==> config.mk <==
export PLATFORM = sky130hd
export DESIGN_NAME = rles_top
export DESIGN_NICKNAME = d
export VERILOG_FILES = /design/src/rles_pkg.sv /design/src/rles_top.sv
export VERILOG_INCLUDE_DIRS = /design/src
export SDC_FILE = /design/constraint.sdc
export NUM_CORES = 1
export LEC_CHECK = 0
export BUFFER_PORTS_ARGS = -buffer_cell sky130_fd_sc_hd__buf_2
export CAP_MARGIN = 20
export CORE_MARGIN = 2
export CORE_UTILIZATION = 45
export CTS_BUF_LIST = sky130_fd_sc_hd__clkbuf_4 sky130_fd_sc_hd__clkbuf_8
export DETAILED_ROUTE_END_ITERATION = 8
export PLACE_DENSITY = 0.88
export SLEW_MARGIN = 10
export SYNTH_ARGS = -nofsm -noshare
export SYNTH_HDL_FRONTEND = slang
export SYNTH_SLANG_ARGS = --single-unit
export TNS_END_PERCENT = 1
==> constraint.sdc <==
create_clock -name clk -period 1.8 [get_ports clk]
set_input_delay 0.36 -clock clk [delete_from_list [all_inputs] [get_ports clk]]
set_output_delay 0.36 -clock clk [all_outputs]
set_load 0.02 [all_outputs]
==> src/rles_consts.svh <==
// Purpose: constants for the receive link error status block
// Assumes: 32-bit register port, byte addresses, one word per register
// Notes: offsets not fixed by the map are local choices
//
// Overview of operation
// - With continuous detect on, each reference rising edge resets the local multiblock counter.
// - Writing 1 to reinit restarts the receive link, keeping reference detection info.
// - Reinit bit resets to 0, self-clears on entry; writing 0 does nothing.
// - A log bit raises the interrupt only when its enable bit is 1.
// - Log bit 22 sets on uncorrectable double-bit ECC error; write 1 clears.
// - Log bit 21 sets on corrected single-bit ECC error.
// - Log bit 20 sets on any lane elastic buffer overflow.
// - Log bit 19 sets on any lane multiblock alignment lock loss.
// - Log bit 18 sets on any lane sync header lock loss.
// - Log bit 17 sets on gearbox overflow, bit 16 on underflow.
// - Log bit 14 sets on CRC parity mismatch.
// - Log bit 11 sets on command channel parity mismatch.
// - Log bit 10 sets on unexpected end-of-extended-multiblock identifier.
// - Log bit 9 sets when pilot pattern misses its expected position.
// - Log bit 8 sets on sync header 11 or 00.
// - Log bit 7 sets when lane skew exceeds one multiblock boundary.
// - Log bit 4 sets on any lane CDR lock loss while running.
// - With the command channel used, bit 3 sets when command ready drops while a command is valid.
// - Bit 2 sets when frame data ready is 0 while data valid.
// - With continuous detect on, bit 0 sets on reference period mismatch.
`ifndef RLES_CONSTS_SVH
`define RLES_CONSTS_SVH

`define RLES_ADDR_W 8
`define RLES_OFF_CTRL 8'h54
`define RLES_OFF_ERR 8'h60
`define RLES_OFF_EN 8'h64
`define RLES_OFF_STAT 8'h68

`define RLES_CTRL_REINIT 0
`define RLES_CTRL_ALWAYSON 1
`define RLES_CTRL_RESET 32'h0000_0000

`define RLES_ERR_MASK 32'h007f_4fff
`define RLES_EN_RESET 32'h005f_4ff1

`define RLES_B_ECC_FATAL 22
`define RLES_B_ECC_CORR 21
`define RLES_B_EB_FULL 20
`define RLES_B_EMB_UNLOCK 19
`define RLES_B_HEADER_LOCK_LOST 18
`define RLES_B_GB_OVER 17
`define RLES_B_GB_UNDER 16
`define RLES_B_CRC 14
`define RLES_B_CMD_PAR 11
`define RLES_B_EOEMB 10
`define RLES_B_EOMB 9
`define RLES_B_SYNC_HDR 8
`define RLES_B_DESKEW 7
`define RLES_B_PC_EMPTY 6
`define RLES_B_PC_FULL 5
`define RLES_B_CDR 4
`define RLES_B_CMD_RDY 3
`define RLES_B_FRAME_RDY 2
`define RLES_B_LINK_RDY 1
`define RLES_B_SYSREF 0

`define RLES_LANES 8
`define RLES_LEMC_W 16
`define RLES_LEMC_PERIOD 16'd32

`endif

==> src/rles_pkg.sv <==
// Purpose: types for the receive link error status block
// Assumes: constants come from rles_consts.svh
// Notes: none
`include "rles_consts.svh"
package rles_pkg;
    typedef logic [`RLES_LANES-1:0] rles_lanes_t;

    // Per-lane event pulses from the lane datapath
    typedef struct packed {
        rles_lanes_t eb_overflow;
        rles_lanes_t emb_lock_lost;
        rles_lanes_t header_lock_lost;
        rles_lanes_t gb_over;
        rles_lanes_t gb_under;
        rles_lanes_t pc_empty;
        rles_lanes_t pc_full;
        rles_lanes_t cdr_lock_lost;
    } rles_lane_ev_s;

    // Link-wide event pulses
    typedef struct packed {
        logic ecc_double;
        logic ecc_single;
        logic crc_mismatch;
        logic cmd_parity;
        logic eoemb_bad;
        logic pilot_misplaced;
        logic sync_hdr_bad;
        logic deskew_over;
        logic link_data_rdy_err;
    } rles_link_ev_s;

    typedef enum logic [1:0] {
        RLES_IDLE,
        RLES_REINIT,
        RLES_RUN
    } rles_state_e;
endpackage

==> src/rles_top.sv <==
// Purpose: receive link error log, interrupt and reinit control
// Assumes: all event inputs are synchronous to clk
// Notes: reference input comes from a pin and is synchronised
`timescale 1ns/1ps
`default_nettype none
`include "rles_consts.svh"
module rles_top
    import rles_pkg::*;
(
    input wire logic clk,
    input wire logic rst_n,
    input wire logic [`RLES_ADDR_W-1:0] reg_addr,
    input wire logic [31:0] reg_wdata,
    input wire logic reg_wr,
    input wire logic reg_rd,
    output logic [31:0] reg_rdata,
    input wire rles_lane_ev_s lane_ev,
    input wire rles_link_ev_s link_ev,
    input wire logic link_running,
    input wire logic cmd_channel_used,
    input wire logic command_valid_out,
    input wire logic command_ready_in,
    input wire logic frame_valid,
    input wire logic frame_ready,
    input wire logic sysref_pin,
    output logic irq,
    output logic link_reinit_pulse,
    output logic lemc_boundary
);

    ////////////////////////////////////////////////////////////////////////
    // Register decode

    logic [31:0] err_q;
    logic [31:0] err_d;
    logic [31:0] en_q;
    logic alwayson_q;
    logic reinit_req_q;
    logic [31:0] rdata_d;
    logic [31:0] set_vec;
    rles_state_e state_q;
    rles_state_e state_d;

    wire hit_ctrl = reg_addr == `RLES_OFF_CTRL;
    wire hit_err = reg_addr == `RLES_OFF_ERR;
    wire hit_en = reg_addr == `RLES_OFF_EN;
    wire hit_stat = reg_addr == `RLES_OFF_STAT;
    wire wr_ctrl = reg_wr && hit_ctrl;
    wire wr_err = reg_wr && hit_err;
    wire wr_en = reg_wr && hit_en;
    wire reinit_set = wr_ctrl && reg_wdata[`RLES_CTRL_REINIT];
    wire [31:0] w1c_vec = wr_err ? (reg_wdata & `RLES_ERR_MASK) : 32'h0000_0000;

    wire [31:0] ctrl_view = {30'h0000_0000, alwayson_q, reinit_req_q};
    wire [31:0] stat_view = {30'h0000_0000, state_q == RLES_RUN, irq};

    always_comb begin
        rdata_d = 32'h0000_0000;
        if (hit_ctrl) begin
            rdata_d = ctrl_view;
        end else if (hit_err) begin
            rdata_d = err_q;
        end else if (hit_en) begin
            rdata_d = en_q;
        end else if (hit_stat) begin
            rdata_d = stat_view;
        end
    end

    always_ff @(posedge clk or negedge rst_n) begin
        if (!rst_n) begin
            reg_rdata <= 32'h0000_0000;
        end else if (reg_rd) begin
            reg_rdata <= rdata_d;
        end else begin
            reg_rdata <= 32'h0000_0000;
        end
    end

    always_ff @(posedge clk or negedge rst_n) begin
        if (!rst_n) begin
            en_q <= `RLES_EN_RESET;
            alwayson_q <= 1'b0;
        end else begin
            if (wr_en) begin
                en_q <= reg_wdata & `RLES_ERR_MASK;
            end
            if (wr_ctrl) begin
                alwayson_q <= reg_wdata[`RLES_CTRL_ALWAYSON];
            end
        end
    end

    ////////////////////////////////////////////////////////////////////////
    // Link reinit sequencing

    // Request bit is write-1-to-set; writing 0 leaves it alone
    always_ff @(posedge clk or negedge rst_n) begin
        if (!rst_n) begin
            reinit_req_q <= 1'b0;
        end else if (reinit_set) begin
            reinit_req_q <= 1'b1;
        end else if (state_q == RLES_REINIT) begin
            reinit_req_q <= 1'b0;
        end
    end

    always_comb begin
        state_d = state_q;
        case (state_q)
            RLES_IDLE: state_d = RLES_RUN;
            RLES_RUN: begin
                if (reinit_req_q) begin
                    state_d = RLES_REINIT;
                end
            end
            RLES_REINIT: state_d = RLES_RUN;
            default: state_d = RLES_IDLE;
        endcase
    end

    always_ff @(posedge clk or negedge rst_n) begin
        if (!rst_n) begin
            state_q <= RLES_IDLE;
            link_reinit_pulse <= 1'b0;
        end else begin
            state_q <= state_d;
            link_reinit_pulse <= state_d == RLES_REINIT;
        end
    end

    ////////////////////////////////////////////////////////////////////////
    // Reference edge and local multiblock counter

    logic sref_m_q;
    logic sref_s_q;
    logic sref_prev_q;
    logic [`RLES_LEMC_W-1:0] lemc_q;

    always_ff @(posedge clk or negedge rst_n) begin
        if (!rst_n) begin
            sref_m_q <= 1'b0;
            sref_s_q <= 1'b0;
            sref_prev_q <= 1'b0;
        end else begin
            sref_m_q <= sysref_pin;
            sref_s_q <= sref_m_q;
            sref_prev_q <= sref_s_q;
        end
    end

    wire sref_rise = sref_s_q && !sref_prev_q;
    wire sref_realign = alwayson_q && sref_rise;
    wire lemc_wrap = lemc_q == `RLES_LEMC_PERIOD - 16'd1;
    // A rising edge away from a boundary means the period is not a multiple
    wire sref_mismatch = sref_realign && !lemc_wrap;

    // Counter lives outside link reinit so the reference alignment survives
    always_ff @(posedge clk or negedge rst_n) begin
        if (!rst_n) begin
            lemc_q <= '0;
            lemc_boundary <= 1'b0;
        end else begin
            if (sref_realign || lemc_wrap) begin
                lemc_q <= '0;
            end else begin
                lemc_q <= lemc_q + 16'd1;
            end
            lemc_boundary <= sref_realign || lemc_wrap;
        end
    end

    ////////////////////////////////////////////////////////////////////////
    // Error event collection

    wire run = link_running;
    wire cmd_rdy_err = cmd_channel_used && command_valid_out && !command_ready_in;
    wire frame_rdy_err = frame_valid && !frame_ready;

    always_comb begin
        set_vec = 32'h0000_0000;
        set_vec[`RLES_B_ECC_FATAL] = link_ev.ecc_double;
        set_vec[`RLES_B_ECC_CORR] = link_ev.ecc_single;
        set_vec[`RLES_B_EB_FULL] = |lane_ev.eb_overflow;
        set_vec[`RLES_B_EMB_UNLOCK] = |lane_ev.emb_lock_lost;
        set_vec[`RLES_B_HEADER_LOCK_LOST] = |lane_ev.header_lock_lost;
        set_vec[`RLES_B_GB_OVER] = |lane_ev.gb_over;
        set_vec[`RLES_B_GB_UNDER] = |lane_ev.gb_under;
        set_vec[`RLES_B_CRC] = link_ev.crc_mismatch;
        set_vec[`RLES_B_CMD_PAR] = link_ev.cmd_parity;
        set_vec[`RLES_B_EOEMB] = link_ev.eoemb_bad;
        set_vec[`RLES_B_EOMB] = link_ev.pilot_misplaced;
        set_vec[`RLES_B_SYNC_HDR] = link_ev.sync_hdr_bad;
        set_vec[`RLES_B_DESKEW] = link_ev.deskew_over;
        set_vec[`RLES_B_PC_EMPTY] = run && |lane_ev.pc_empty;
        set_vec[`RLES_B_PC_FULL] = run && |lane_ev.pc_full;
        set_vec[`RLES_B_CDR] = run && |lane_ev.cdr_lock_lost;
        set_vec[`RLES_B_CMD_RDY] = cmd_rdy_err;
        set_vec[`RLES_B_FRAME_RDY] = frame_rdy_err;
        set_vec[`RLES_B_LINK_RDY] = link_ev.link_data_rdy_err;
        set_vec[`RLES_B_SYSREF] = sref_mismatch;
    end

    // New events win over a simultaneous write-1-to-clear
    assign err_d = ((err_q & ~w1c_vec) | set_vec) & `RLES_ERR_MASK;

    always_ff @(posedge clk or negedge rst_n) begin
        if (!rst_n) begin
            err_q <= 32'h0000_0000;
            irq <= 1'b0;
        end else begin
            err_q <= err_d;
            irq <= |(err_d & en_q);
        end
    end

    wire unused_ok = run;

endmodule // rles_top
`default_nettype wire

-- Yosys cells after proc, flatten, opt, wreduce, memory -nomap -nowiden
Cells that the tools add are included.
- register bits: 98
- bits in latches: 0
- bits in writable memories: 0
- memory bits (read-only): 0
- input bits: 124
- output and inout bits: 35
- logic and storage cells: 67
- memories: 0
- add/subtract/negate cells: 1
- $mul: 0
- divide/modulo/power cells: 0
- order comparisons: 0
- eq/ne operators: 8
- shift operators: 0
- mux-type cells: 11
- bitwise logic cells: 4
- reduce and logical (&&, ||, !) cells: 30
- operators by type and width (kind ; count):
    2-to-1 mux 32 bit ; 4
    OR reduction 8 bit ; 8
    bitwise AND 23 bit ; 2
    equality test 8 x 7 -> 1 bit (second input constant) ; 4
    OR reduction 32 bit ; 1
    2-to-1 mux 23 bit ; 1
    inverter 23 bit ; 1
    bitwise OR 23 bit ; 1
    adder 16 x 1 -> 16 bit (second input constant) ; 1
    equality test 16 x 5 -> 1 bit (second input constant) ; 1
    2-to-1 mux 16 bit ; 1
    logical AND 1 bit ; 13
    equality test 2 x 1 -> 1 bit (second input constant) ; 2
    zero test 1 bit ; 4
    2-to-1 mux 2 bit ; 2
    one-hot mux 2 bit (2 select lines) ; 1
    equality test 2 bit (second input constant) ; 1
    zero test 2 bit ; 1
    2-to-1 mux 1 bit ; 2
    nonzero test 2 bit ; 1
    OR reduction 2 bit ; 1
    logical OR 1 bit ; 1

-- Logic depth before layout (Yosys ltp)
- depth after elaboration: 8
- mapped depth: 8
- mapped depth without buffers: 6

-- Worst setup path after synthesis
OpenSTA, ideal clock, no wires.
- path type: input -> register
- start point: input port reg_addr[7]
- end point: register en_q[2]
- setup time: 0.125 ns
- arrival: 1.680 ns
- required time: 1.675 ns
- path slack: -0.005 ns
- stages on the path: 5
- path buffers: 1
- cells stage by stage: nor4b_4 > nand3b_1 > nor2_1 > buf_2 > mux2_2
- cells in the longest elaborated chain, start to end: 2
- RTL lines (element ; RTL line ; text):
    start: declaration ; rles_top.sv:12 ; input wire logic [`RLES_ADDR_W-1:0] reg_addr,
    equality test 8 x 7 -> 1 bit (no source line) ; - ;
    logical AND 1 bit ; rles_top.sv:50 ; wire wr_en = reg_wr && hit_en;
    end signal: assignment ; rles_top.sv:82 ; en_q <= `RLES_EN_RESET;
    end signal: assignment ; rles_top.sv:86 ; en_q <= reg_wdata & `RLES_ERR_MASK;
    end: declaration ; rles_top.sv:36 ; logic [31:0] en_q;
No other way between the ends.
A chain may end at the register's enable or synchronous reset.

-- Final worst setup path
- start point: register lemc_q[6]
- end point: register lemc_q[15]
- cells in the longest elaborated chain, start to end: 3
- elaborated cells on any way between the ends: 4
- those cells by class: add/sub (1); eq/ne (1); mux (1); reduce/logical (1)
- RTL lines (element ; RTL line ; text):
    start: declaration ; rles_top.sv:138 ; logic [`RLES_LEMC_W-1:0] lemc_q;
    start signal: assignment ; rles_top.sv:167 ; lemc_q <= lemc_q + 16'd1;
    branches (longest 2 deep; another with adder 16 x 1 -> 16 bit) ; - ;
    2-to-1 mux 16 bit (*) ; rles_top.sv:164 ; if (sref_realign || lemc_wrap) begin
Every way passes the cells marked *.

==> key figures <==
Place
  • Detailed placement HPWL: 7783 um
  • Placed Instances: between 600 and 700
  • IO buf count: about 130
  • GPL Wtd Cong: approximately 0.86
  • DP Worst Slack: -376.3 ps

Synth
  • Number of synthesized flops with an enable pin: 0
  • Average size of a mapped cell: roughly 11 um^2
  • Fraction of registers with async set/reset: 100.0%
  • Synth area leaders: dfrtp_1, dfstp_2, mux2_2
  • Synth Register Bits: 86
  • Mapped Area: about 4000 um^2
  • Unique masters post-synth: 47
  • Syn Inst Count: ~380
  • Sequential fraction of the synthesis area: 53.95%
  • Yosys warns: 0
  • Predominant post-synthesis flop cell: dfrtp_1
  • Post-synth top area cell: dfrtp_1
  • Share of the synthesized area in the top cell type: 43.51%

Drt
  • Final wirelength: ~10,000 um
  • DR pass1 iterations: 7
  • WL/cell: between 15 and 20 um
  • DRC violations left: 0
  • Antenna viol nets, final: 0
  • Met2 wire len: around 5300 um
  • Wire length on met3: between 700 and 800 um
  • DR vias: roughly 3,600
  • Drt via density: 5.361
  • Max Used Layer: met4
  • DRT iter0 DRCs: 195
  • Wl on met1: between 4000 and 5000 um

Floorplanning
  • Core area: around 8700 um^2
  • Die X-Extent: a little under 100 um
  • Row count: 34
  • Initial Util: 46.40%
  • I/O pin count: about 160
  • Die Height: between 90 and 100 um
  • Die area: slightly below 10,000 um^2

GRT
  • Pin count of the biggest net entering global routing: 41
  • Wire length of the first global-routing pass: about 17,000 um
  • Tot GR Track Use: 21.51%
  • Vias in the first global route: about 3,600
  • GR Overflow Total: 0
  • Antenna violations before repair: 0

Clock tree
  • CTS tree: yes
  • CTS buffer count: 9
  • H-tree depth: 3
  • CTS max path bufs: 2
  • Clk_lat worst skew: 360 ps
  • Clk slew on worst S/H paths: around 90 ps
  • Root Buffer: clkbuf_8
  • Clock sinks: between 80 and 90

Critical path
  • Setup crit end kind: flop
  • CP Data Required Time: between 2000 and 2500 ps
  • Worst EP arrival: around 2100 ps
  • Worst Path Max Fanout: 5
  • Startpoint types: flop
  • Setup CP Type: reg -> reg

Finish
  • Fraction of layout cells with a size suffix above 1: 41.28%
  • Layout Nets: around 680
  • Area growth syn-to-layout: 32.91%
  • Final Util: ~62%
  • Cell Count, Final, Fillers Out: 670
  • ANT cells: 0

Power and ir drop
  • P per Cell Area: roughly 860 nW/um^2
  • Leakage: around 2.6 nW
  • VDD IR max: 0.4324 mV

Timing
  • Setup tns final: 0 ps
  • Slew Viols, Final: 0
  • Unrepaired setup endpoints after global routing: yes
  • Setup Skew: around 8.6 ps
  • Hold slack: around 110 ps
  • F_max: about 0.56 GHz
  • Setup violators final: 0
  • Tcrit/Tclk final: 99.35%
  • Minimum clock period: roughly 1800 ps
  • Hold Fails Final Rpt: 0
  • Setup WS post-layout: 11.69 ps

Outcome
  • Outcome: finished, final reports clean

Run
  • Max Cap Violations: 0

Worst hold path
  • HP Class: in -> reg
==> through the flow <==
| step | instance area [um^2] | power (mW) |
|---|---|---|
| global placement | 5059 | 2.986 |
| CTS | 5328 | 4.595 |
| detailed placement | 5059 | 3.042 |
| floorplan | 4070 | 2.604 |
| global route | 5351 | 4.791 |
| finish | 5351 | 4.607 |
==> power by group <==
group / total (mW) / switching, mW / leakage [nW] / internal, mW
Clock: 1.55 / 0.724 / 0.113 / 0.829
Combinational: 0.885 / 0.433 / 1.46 / 0.452
Sequential: 2.17 / 0.0922 / 1.01 / 2.08
==> synthesized netlist by cell type, drive strengths merged (2+ instances only) <==
library cell / count
dfrtp: 70
nor2: 42
nand2: 36
o21ai: 21
buf: 20
nor4: 20
mux2: 18
mux2i: 18
dfstp: 16
inv: 15
nand3: 14
a21o: 8
xor2: 8
nor2b: 7
nor3: 7
a21oi: 6
a31oi: 5
a22o: 4
and3: 4
nand4: 4
o22ai: 4
xnor2: 4
nand3b: 3
o2bb2ai: 3
a221oi: 2
and2: 2
and3b: 2
nor3b: 2
nor4b: 2
or3: 2
==> critical path: stages (launching register included) <==
cell and delay (ps):
dfrtp_1 410, buf_6 130, nand4_1 110, or4_4 570
or3_1 360, a21oi_1 140
==> state kept, by name, indices dropped and copies added, names as in the netlist <==
register           flops
en_q                  20
sref_prev_q            1
sref_s_q               1
irq                    1
reinit_req_q           1
sref_m_q               1
lemc_q                16
reg_rdata             20
state_q                2
alwayson_q             1
err_q                 20
lemc_boundary          1
link_reinit_pulse      1
==> cell type report <==
class                           instances  area [um^2]
Clock inverter                          6        93.84
Tap cell                              108        135.1
Multi-Input combinational cell        271         1739
Timing Repair Buffer                  174         1017
Sequential cell                        86         2172
Clock buffer                           10        137.6
Fill cell                             687         3327
Inverter                               15        56.30
==> cell usage in the layout (no fill, tap or decap), types with 3 or more instances in the layout <==
cell	count
nor3_1	7
o22ai_1	4
conb_1	12
mux2_2	18
nor4_1	17
buf_4	36
xnor2_1	4
dfstp_2	16
and3_1	3
a21o_1	8
nor2b_1	7
buf_12	3
xor2_1	8
nand4_1	4
nand2_1	36
nand3_1	14
o2bb2ai_1	3
a21oi_1	6
a31oi_1	5
inv_1	15
clkbuf_8	10
mux2i_1	18
buf_2	133
nor4_2	3
nor2_1	41
a22o_1	4
o21ai_0	20
dfrtp_1	70
nand3b_1	3
==> cell families after synthesis <==
| family | after synthesis | share of synthesized area (%) |
|---|---|---|
| compound gates | 58 | 9.354 |
| xor+xnor | 12 | 2.610 |
| fa+ha+maj | 1 | 0.3107 |
| buf+inv | 36 | 4.754 |
| flops | 86 | 53.95 |
| mux | 36 | 9.509 |
| other cells | 1 | 0.09314 |
| simple gates | 152 | 19.42 |
==> per-layer routing <==
| layer | track usage, % | vias up |
|---|---|---|
| li1 | - | 1680 |
| met1 | 27.06 | 1751 |
| met2 | 35.22 | 141 |
| met3 | 5.816 | 20 |
| met4 | 9.062 | 0 |
| met5 | 0 | - |
==> final timing paths <==
check | start | end | slack [ps] | depth (start not counted)
max | lemc_q[6] | lemc_q[15] | 10 | 5
min | sysref_pin | sref_m_q | 110 | 1
max reg2reg | lemc_q[6] | lemc_q[15] | 10 | 5
min reg2reg | sref_m_q | sref_s_q | 370 | 0
max in group asynchronous | rst_n | en_q[11] | 680 | 3
min in group asynchronous | rst_n | reg_rdata[0] | 450 | 2
==> what timing repair did <==
| action | 4_1_cts | 5_1_grt |
|---|---|---|
| buffers inserted | 1 | 1 |
| hold endpoints to repair | 24 | 0 |
| pin swaps | 3 | 6 |
| gates resized for setup | 4 | 3 |
| endpoints found under the setup margin | 1 | 3 |
| hold buffers | 1 | 0 |
Power figures use the tool's default switching activity.
